===== src/core/enhanced_cap_cmp_unit_defs.svh =====
// constants for the enhanced capture/compare/pwm mode control block
`ifndef ENHANCED_CAP_CMP_UNIT_DEFS_SVH
`define ENHANCED_CAP_CMP_UNIT_DEFS_SVH
// Functional notes
// - Mode groups 00, 01 and 10 use output a for capture or compare and hand b, c, d to the port.
// - Pwm with configuration 00 modulates only a; b, c, d go back to the port.
// - Pwm configuration 01 modulates d, holds a active, keeps b and c inactive.
// - Pwm configuration 10 drives a and b as a complementary pair with dead-band.
// - Pwm configuration 11 modulates b, holds c active, keeps a and d inactive.
// - The pwm duty is the duty high register over the two duty low bits; ignored outside pwm.
// - Mode 0000 turns everything off and resets the unit's internal state.
// - Capture on each falling edge (0100), each rising edge (0101), each 4th rising edge (0110).
// - Compare 1000 starts the pin low, sets it high on match and raises the flag.
// - Compare 1001 starts the pin high, clears it on match and raises the flag.
// - Compare 1010 only raises the flag on match; the pin stays with the port.
// - Special-event compare clears the first timer and pulses a trigger on match.
// - Pwm codes 1100..1111 set a/c and b/d polarity as high or low active.
// - Outputs b, c, d take the three shared port pins when the configuration uses them and port_dir_in_in is low.
// - Pwm with two or four outputs disables the parallel slave functions on the port.
// - After reset the shared pwm pins are digital inputs.
//------------------------------------------------------------------
// register map
//------------------------------------------------------------------
`define ADDR_CONTROL      4'h0
`define ADDR_DUTY_HIGH    4'h1
`define ADDR_COMPARE_LO   4'h2
`define ADDR_COMPARE_HI   4'h3
`define ADDR_CAPTURE_LO   4'h4
`define ADDR_CAPTURE_HI   4'h5
`define ADDR_INT_STATUS   4'h6
`define ADDR_INT_MASK     4'h7
`define RST_CONTROL       8'h00
`define RST_BYTE          8'h00
//------------------------------------------------------------------
// field positions
//------------------------------------------------------------------
`define CFG_MSB           7
`define CFG_LSB           6
`define DUTY_LO_MSB       5
`define DUTY_LO_LSB       4
`define MODE_MSB          3
`define MODE_LSB          0
`define IRQ_MATCH_BIT     0
`define IRQ_CAPTURE_BIT   1
`define IRQ_TRIGGER_BIT   2
`define CAPTURE_PRESCALE  2'h3
`endif


===== src/core/enhanced_cap_cmp_unit_pkg.sv =====
// types for the enhanced capture/compare/pwm mode control block
package enhanced_cap_cmp_unit_pkg;
    typedef enum logic [3:0]
    {
        MODE_OFF      = 4'h0,
        MODE_CMP_TOG  = 4'h2,
        MODE_CAP_FALL = 4'h4,
        MODE_CAP_RISE = 4'h5,
        MODE_CAP_RISE4= 4'h6,
        MODE_CAP_R16  = 4'h7,
        MODE_CMP_SET  = 4'h8,
        MODE_CMP_CLR  = 4'h9,
        MODE_CMP_SW   = 4'ha,
        MODE_CMP_EVT  = 4'hb
    } mode_code_type;

    typedef enum logic [3:0]
    {
        ST_OFF     = 4'b0001,
        ST_CAPTURE = 4'b0010,
        ST_COMPARE = 4'b0100,
        ST_PWM     = 4'b1000
    } unit_state_type;

    typedef struct packed
    {
        logic [1:0] bridge_output_config;
        logic [1:0] duty_low_bits;
        logic [3:0] unit_mode_select;
    } ccp_control_type;

    typedef struct packed
    {
        logic a;
        logic b;
        logic c;
        logic d;
    } bridge_pins_type;
endpackage


===== src/core/enhanced_cap_cmp_unit_mode_ctrl.sv =====
// mode decode, capture/compare and pwm output steering
`timescale 1ns/1ps
`include "enhanced_cap_cmp_unit_defs.svh"
module enhanced_cap_cmp_unit_mode_ctrl
    import enhanced_cap_cmp_unit_pkg::*;
(
    input  wire logic            mclk_in,           // 50 mhz system clock
    input  wire logic            arst_n_in,         // async reset, active low
    input  wire logic [3:0]      addr_in,           // register address
    input  wire logic [7:0]      wdata_in,          // write data
    input  wire logic            wr_in,             // write strobe
    input  wire logic            rd_in,             // read strobe
    output logic      [7:0]      rdata_out,         // read data, next cycle
    input  wire logic [15:0]     timer_one_count_in,// first timer count
    input  wire logic [9:0]      pwm_count_in,      // pwm period count
    input  wire logic [7:0]      dead_band_in,      // dead-band delay cycles
    input  wire logic            capture_in,        // capture source pin level
    input  wire logic            port_dir_in_in,    // port input-only state
    output logic                 timer_one_clear_out,// clear first timer
    output logic                 special_trigger_out,// special event pulse
    output bridge_pins_type      pin_out,           // pin output levels
    output bridge_pins_type      pin_oe_out,        // pin output enables
    output logic                 parallel_slave_disable_out, // port slave off
    output logic                 unit_int_flag_out  // level interrupt
);
    //------------------------------------------------------------------
    // registers
    //------------------------------------------------------------------
    ccp_control_type ccp_control_q;
    logic [7:0]      duty_high_reg_q;
    logic [15:0]     compare_q;
    logic [15:0]     capture_q;
    logic [2:0]      status_q;
    logic [2:0]      mask_q;
    logic [7:0]      rdata_q;
    logic            cmp_pin_q;
    logic            cap_prev_q;
    logic [3:0]      edge_cnt_q;
    logic            match_prev_q;
    logic            pwm_raw_q;
    logic [7:0]      db_cnt_q;
    logic            pwm_a_q;
    logic            pwm_b_q;
    logic            trigger_q;
    unit_state_type  state_q;
    unit_state_type  state_d;

    logic [3:0] mode;
    logic [1:0] cfg;
    logic       is_pwm;
    logic       is_cmp;
    logic       is_cap;
    logic       match;
    logic       match_edge;
    logic       cap_event;
    logic       rise;
    logic       fall;
    logic [9:0] duty;

    function automatic logic [1:0] mode_group(input logic [3:0] m);
        mode_group = m[`MODE_MSB:2];
    endfunction

    assign mode   = ccp_control_q.unit_mode_select;
    assign cfg    = ccp_control_q.bridge_output_config;
    assign is_pwm = (mode_group(mode) == 2'h3);
    assign is_cmp = (mode_group(mode) == 2'h2) || (mode == MODE_CMP_TOG);
    assign is_cap = (mode_group(mode) == 2'h1);

    //------------------------------------------------------------------
    // unit state
    //------------------------------------------------------------------
    always_comb
    begin
        case (1'b1)
            is_pwm:  state_d = ST_PWM;
            is_cmp:  state_d = ST_COMPARE;
            is_cap:  state_d = ST_CAPTURE;
            default: state_d = ST_OFF;
        endcase
    end

    always_ff @(posedge mclk_in or negedge arst_n_in)
    begin
        if (!arst_n_in)
            state_q <= ST_OFF;
        else
            state_q <= state_d;
    end

    //------------------------------------------------------------------
    // register writes
    //------------------------------------------------------------------
    always_ff @(posedge mclk_in or negedge arst_n_in)
    begin
        if (!arst_n_in)
        begin
            ccp_control_q   <= `RST_CONTROL;
            duty_high_reg_q <= `RST_BYTE;
            compare_q       <= {`RST_BYTE, `RST_BYTE};
            mask_q          <= 3'h0;
        end
        else if (wr_in)
        begin
            case (addr_in)
                `ADDR_CONTROL:    ccp_control_q      <= wdata_in;
                `ADDR_DUTY_HIGH:  duty_high_reg_q    <= wdata_in;
                `ADDR_COMPARE_LO: compare_q[7:0]     <= wdata_in;
                `ADDR_COMPARE_HI: compare_q[15:8]    <= wdata_in;
                `ADDR_INT_MASK:   mask_q             <= wdata_in[2:0];
                default: ;
            endcase
        end
    end

    //------------------------------------------------------------------
    // reads, status clears on read
    //------------------------------------------------------------------
    always_ff @(posedge mclk_in or negedge arst_n_in)
    begin
        if (!arst_n_in)
            rdata_q <= 8'h00;
        else if (rd_in)
        begin
            case (addr_in)
                `ADDR_CONTROL:    rdata_q <= ccp_control_q;
                `ADDR_DUTY_HIGH:  rdata_q <= duty_high_reg_q;
                `ADDR_COMPARE_LO: rdata_q <= compare_q[7:0];
                `ADDR_COMPARE_HI: rdata_q <= compare_q[15:8];
                `ADDR_CAPTURE_LO: rdata_q <= capture_q[7:0];
                `ADDR_CAPTURE_HI: rdata_q <= capture_q[15:8];
                `ADDR_INT_STATUS: rdata_q <= {5'h00, status_q};
                `ADDR_INT_MASK:   rdata_q <= {5'h00, mask_q};
                default:          rdata_q <= 8'h00;
            endcase
        end
        else
            rdata_q <= 8'h00;
    end
    assign rdata_out = rdata_q;

    //------------------------------------------------------------------
    // capture
    //------------------------------------------------------------------
    assign rise = capture_in && !cap_prev_q;
    assign fall = !capture_in && cap_prev_q;

    always_comb
    begin
        case (mode)
            MODE_CAP_FALL:  cap_event = fall;
            MODE_CAP_RISE:  cap_event = rise;
            MODE_CAP_RISE4: cap_event = rise && (edge_cnt_q[1:0] == `CAPTURE_PRESCALE);
            MODE_CAP_R16:   cap_event = rise && (edge_cnt_q == 4'hf);
            default:        cap_event = 1'b0;
        endcase
    end

    always_ff @(posedge mclk_in or negedge arst_n_in)
    begin
        if (!arst_n_in)
        begin
            cap_prev_q <= 1'b0;
            edge_cnt_q <= 4'h0;
            capture_q  <= 16'h0000;
        end
        else
        begin
            cap_prev_q <= capture_in;
            if (!is_cap)
                edge_cnt_q <= 4'h0;
            else if (rise)
                edge_cnt_q <= edge_cnt_q + 4'h1;
            if (cap_event)
                capture_q <= timer_one_count_in;
        end
    end

    //------------------------------------------------------------------
    // compare
    //------------------------------------------------------------------
    assign match      = is_cmp && (timer_one_count_in == compare_q);
    assign match_edge = match && !match_prev_q;

    always_ff @(posedge mclk_in or negedge arst_n_in)
    begin
        if (!arst_n_in)
        begin
            match_prev_q <= 1'b0;
            cmp_pin_q    <= 1'b0;
            trigger_q    <= 1'b0;
        end
        else
        begin
            match_prev_q <= match;
            trigger_q    <= match_edge && (mode == MODE_CMP_EVT);
            if (wr_in && addr_in == `ADDR_CONTROL)
                cmp_pin_q <= (wdata_in[3:0] == MODE_CMP_CLR);
            else if (match_edge && mode == MODE_CMP_SET)
                cmp_pin_q <= 1'b1;
            else if (match_edge && mode == MODE_CMP_CLR)
                cmp_pin_q <= 1'b0;
            else if (match_edge && mode == MODE_CMP_TOG)
                cmp_pin_q <= !cmp_pin_q;
        end
    end
    assign timer_one_clear_out = trigger_q;
    assign special_trigger_out = trigger_q;

    //------------------------------------------------------------------
    // interrupt status, set wins over read clear
    //------------------------------------------------------------------
    logic [2:0] events;
    assign events = {trigger_q, cap_event, match_edge};

    always_ff @(posedge mclk_in or negedge arst_n_in)
    begin
        if (!arst_n_in)
            status_q <= 3'h0;
        else if (state_q == ST_OFF)
            status_q <= 3'h0;
        else if (rd_in && addr_in == `ADDR_INT_STATUS)
            status_q <= events;
        else
            status_q <= status_q | events;
    end
    assign unit_int_flag_out = |(status_q & mask_q);

    //------------------------------------------------------------------
    // pwm with dead-band
    //------------------------------------------------------------------
    assign duty = {duty_high_reg_q, ccp_control_q.duty_low_bits};

    always_ff @(posedge mclk_in or negedge arst_n_in)
    begin
        if (!arst_n_in)
        begin
            pwm_raw_q <= 1'b0;
            db_cnt_q  <= 8'h00;
            pwm_a_q   <= 1'b0;
            pwm_b_q   <= 1'b0;
        end
        else if (!is_pwm)
        begin
            pwm_raw_q <= 1'b0;
            db_cnt_q  <= 8'h00;
            pwm_a_q   <= 1'b0;
            pwm_b_q   <= 1'b0;
        end
        else
        begin
            pwm_raw_q <= (pwm_count_in < duty);
            if (pwm_raw_q != pwm_a_q && pwm_raw_q == pwm_b_q)
            begin
                // both off through the dead band, then the new side on
                pwm_a_q <= 1'b0;
                pwm_b_q <= 1'b0;
                db_cnt_q <= dead_band_in;
            end
            else if (db_cnt_q != 8'h00)
                db_cnt_q <= db_cnt_q - 8'h01;
            else
            begin
                pwm_a_q <= pwm_raw_q;
                pwm_b_q <= !pwm_raw_q;
            end
        end
    end

    //------------------------------------------------------------------
    // output steering and polarity
    //------------------------------------------------------------------
    logic act_ac;
    logic act_bd;
    bridge_pins_type lvl;
    bridge_pins_type use_pin;
    assign act_ac = !mode[1];
    assign act_bd = !mode[0];

    always_comb
    begin
        lvl     = '0;
        use_pin = '0;
        if (is_pwm)
        begin
            case (cfg)
                2'h0:
                begin
                    lvl.a     = pwm_raw_q;
                    use_pin   = 4'b1000;
                end
                2'h1:
                begin
                    lvl       = {1'b1, 1'b0, 1'b0, pwm_raw_q};
                    use_pin   = 4'b1111;
                end
                2'h2:
                begin
                    lvl.a     = pwm_a_q;
                    lvl.b     = pwm_b_q;
                    use_pin   = 4'b1100;
                end
                default:
                begin
                    lvl       = {1'b0, pwm_raw_q, 1'b1, 1'b0};
                    use_pin   = 4'b1111;
                end
            endcase
        end
        else if (is_cmp && mode != MODE_CMP_SW && mode != MODE_CMP_EVT)
        begin
            lvl.a     = cmp_pin_q;
            use_pin.a = 1'b1;
        end
    end

    always_ff @(posedge mclk_in or negedge arst_n_in)
    begin
        if (!arst_n_in)
        begin
            pin_out    <= '0;
            pin_oe_out <= '0;
            parallel_slave_disable_out <= 1'b0;
        end
        else
        begin
            pin_out.a  <= is_pwm ? (lvl.a ~^ act_ac) : lvl.a;
            pin_out.c  <= is_pwm ? (lvl.c ~^ act_ac) : 1'b0;
            pin_out.b  <= is_pwm ? (lvl.b ~^ act_bd) : 1'b0;
            pin_out.d  <= is_pwm ? (lvl.d ~^ act_bd) : 1'b0;
            pin_oe_out <= use_pin & {1'b1, {3{!port_dir_in_in}}};
            parallel_slave_disable_out <= is_pwm && (cfg != 2'h0);
        end
    end
endmodule // enhanced_cap_cmp_unit_mode_ctrl


===== config.mk =====
export PLATFORM = sky130hd
export DESIGN_NAME = enhanced_cap_cmp_unit_mode_ctrl
export DESIGN_NICKNAME = d
export VERILOG_FILES = /design/src/core/enhanced_cap_cmp_unit_pkg.sv /design/src/core/enhanced_cap_cmp_unit_mode_ctrl.sv
export VERILOG_INCLUDE_DIRS = /design/src /design/src/core
export SDC_FILE = /design/constraint.sdc
export NUM_CORES = 1
export LEC_CHECK = 0
export ABC_AREA = 1
export BUFFER_PORTS_ARGS = -buffer_cell sky130_fd_sc_hd__buf_2
export CAP_MARGIN = 40
export CORE_MARGIN = 1
export CORE_UTILIZATION = 55
export DETAILED_ROUTE_END_ITERATION = 6
export GPL_TIMING_DRIVEN = 0
export PLACE_DENSITY = 0.78
export REMOVE_ABC_BUFFERS = 1
export SLEW_MARGIN = 20
export SYNTH_ARGS = -nofsm -noshare
export SYNTH_HDL_FRONTEND = slang
export SYNTH_SLANG_ARGS = --single-unit

===== constraint.sdc =====
create_clock -name mclk_in -period 1.9 [get_ports mclk_in]
set_input_delay 0 -clock mclk_in [delete_from_list [all_inputs] [get_ports mclk_in]]
set_output_delay 0 -clock mclk_in [all_outputs]
set_load 0.1 [all_outputs]

==> results.ini <==
[detailed_routing]
vias_per_cell=5.36
wl_per_cell_um=15.1
wl_met2_um=6120
wl_met3_um=487
via_count=4247
drt-met1-wl_um=5040
top_layer=met4
dr.pass1.iters=5
wl_um=12000
drc=0
antenna_left=0
dr.first_iter.drc_count=271

[critical_path]
required_ns=2.18
start_kind=flip-flop
cp-end-kind=flip-flop
reg2reg_depth=6
worstReg2RegStart=mode[1]
critical_path_arrival_ns=2.00
critPathMaxFanout=16
critical_path_class=reg -> reg
cpMaxStageDelayCell=dfrtp_1
cpPeakStageDelay_ns=0.53
cp_cell_sequence=inv_2 > o21ai_1 > a31oi_2 > o21ai_4 > nor2_1 > a21oi_1
worstSetupStartpoint=mode[1]

[sta]
fin_setup_tns_ns=0
slew_headroom=0.583
setup_ws_ns=0.173
finalSetupViolations=0
hold_viol_final=0
drv_slew=0
period_needed_ns=1.73
final.period_utilization=0.909
rsz0062_at_grt=no
fmax_mhz=579
skew_ns=0.00853
worstMarginPinSlew_ns=0.620

[hold_path]
hold_path_class=in -> reg
min_from=dead_band_in[0]
hold_depth=3

[power_and_ir_drop]
power_switching_uw=2090
p_sw_frac=0.373
p_clk_frac=0.214
power_leakage_uw=0.00288
p_comb_frac=0.305
pwr-share-seq=0.480
ir_drop_v=0.000587
power.internal_uw=3510
power_density_nw_per_um2=980

[clocking]
clockRootBuffer=clkbuf_8
clkTransAtPathRegs_ns=0.08
cts_made_buffers=9
cts_tree=built
clock_latency_ns=0.36
clk_path_buf_depth=2
clkSinkCount=93
htree_levels=3

[placement]
dp.final_hpwl_um=8490
globalplace.congestion=0.931
preCtsSetupSlack_ns=0.0788
placed_area_um2=5170
portBuffers=71

[global_routing]
antenna_found_initial=0
grt-ovfl-total=0
grt_max_degree=58
grt_pass1_wl_um=18700
grt_usage=0.276
grt_pass1_vias=4046

[final_layout]
fin_area_um2=5710
seqCellArea_um2=2330
fill_cells=649
multi_input_area_um2=2030
layout_commonest_cell=nand2_1
final_cell_mix=nand2_1, dfrtp_1, inv_1
nets=747
layout-drive-gt1-share=0.174
areaGrowthSynthToFinish_pct=20.5
n_antenna_cell=0

[synthesis]
synthesis.area_um2=4740
ys_warn_count=0
yosysSeqAreaShare=0.491
synth-edff-count=0
ys_ff_latch=93
synth.avg_cell_area_um2=8.20
async_flop_share=1.00
ys.flop_type=dfrtp_1
postSynthCellCount=578
ys_types=39

[floorplan]
die_h_um=94.8
die_area_um2=8990
initial_core_util=0.574
core-area_um2=8260
fp.dieW_um=94.8
io_pins=72
rows=33

[flow_run]
cap_violations=0

[outcome]
run_status=finished, final reports clean

## power by group through the flow
| stage | registers, µW | clock network [µW] | logic, µW |
|---|---|---|---|
| after global placement | 2700 | 0 | 1540 |
| after global routing | 2740 | 1300 | 1910 |
| after CTS | 2680 | 1220 | 1670 |
| after detailed placement | 2710 | 0 | 1610 |
| final | 2690 | 1200 | 1710 |
| after floorplan | 2900 | 0 | 952 |
## final timing paths
kind,endpoint,slack (ns)
worst min-delay path,db_cnt_q[0],0.01
worst min register to register,ccp_control_q[4],0.49
worst max-delay path,capture_q[2],0.17
min in group asynchronous,duty_high_reg_q[7],0.11
worst max register to register,capture_q[2],0.17
max in group asynchronous,compare_q[8],1.19
## per-layer routing
metal | vias to the layer above | GRT usage
li1 | 2083 | -
met1 | 1992 | 0.340
met2 | 142 | 0.474
met3 | 30 | 0.0483
met4 | 0 | 0.120
met5 | - | 0
## worst max-delay path, delay by kind of cell, from the launching register on
kind                   cells  cell delay [ns]
AOI/OAI and AO/OA          4             0.91
buffers and inverters      1             0.14
and+or+nand+nor            1             0.07
DFF                        1             0.53
## Yosys cell counts (all sizes together), types with 2 or more instances
library cell | count | area share
a211oi | 2 | 0.0032
a21oi | 24 | 0.028
a221oi | 2 | 0.0037
a31oi | 6 | 0.0079
a41oi | 4 | 0.0074
buf | 11 | 0.018
dfrtp | 92 | 0.49
ha | 12 | 0.032
inv | 84 | 0.067
nand2 | 165 | 0.14
nand3 | 13 | 0.014
nand4 | 5 | 0.0066
nor2 | 45 | 0.046
nor3 | 10 | 0.011
o2111ai | 4 | 0.0074
o21a | 3 | 0.0048
o21ai | 65 | 0.071
o22ai | 11 | 0.015
xnor2 | 8 | 0.015
xor2 | 3 | 0.0055
## cells by family (layout without fill, tap and decap cells)
family	Yosys count	after routing	share of synthesized area
AO/OA/AOI/OAI	123	124	0.151
XOR/XNOR	11	11	0.0203
flip-flops	93	93	0.491
AND/OR/NAND/NOR	243	243	0.221
adder cells (fa/ha/maj)	12	12	0.0317
buffers and inverters	96	205	0.0850
## state kept, by name (all words and copies together) (netlist names), 2 cells and up
signal           count
duty_high_reg_q      8
pin_oe_out           3
rdata_out            8
capture_q           16
ccp_control_q        2
edge_cnt_q           4
state_q              4
pin_out              4
cfg                  2
mask_q               3
db_cnt_q             8
compare_q           16
mode                 4
status_q             3
## final cells by class
type	instances	share of cell area
sequential	93	0.408
multi-input combinational	390	0.356
timing repair buffer	105	0.128
inverter	84	0.0552
clock buffer	14	0.0285
tap	105	0.0230
clock inverter	2	0.00175
## per-stage QoR
stage | hold slack [ns] | power (µW) | instances | utilization
after global routing | 0.0301 | 5950 | 793 | 0.692
after detailed placement | -0.0728 | 4320 | 743 | 0.626
final | 0.0130 | 5600 | 793 | 0.692
after floorplan | -0.296 | 3850 | 566 | -
after global placement | 0.124 | 4240 | 742 | 0.622
after CTS | 0.00373 | 5570 | 791 | 0.686
## repair_timing
action                     CTS  global route
hold buffers                32             0
gates resized for setup      0             3
setup buffers                0             1
setup endpoints to repair    0            17
hold endpoints to repair   137             0
No activity file was read; power rests on OpenSTA's default activity.
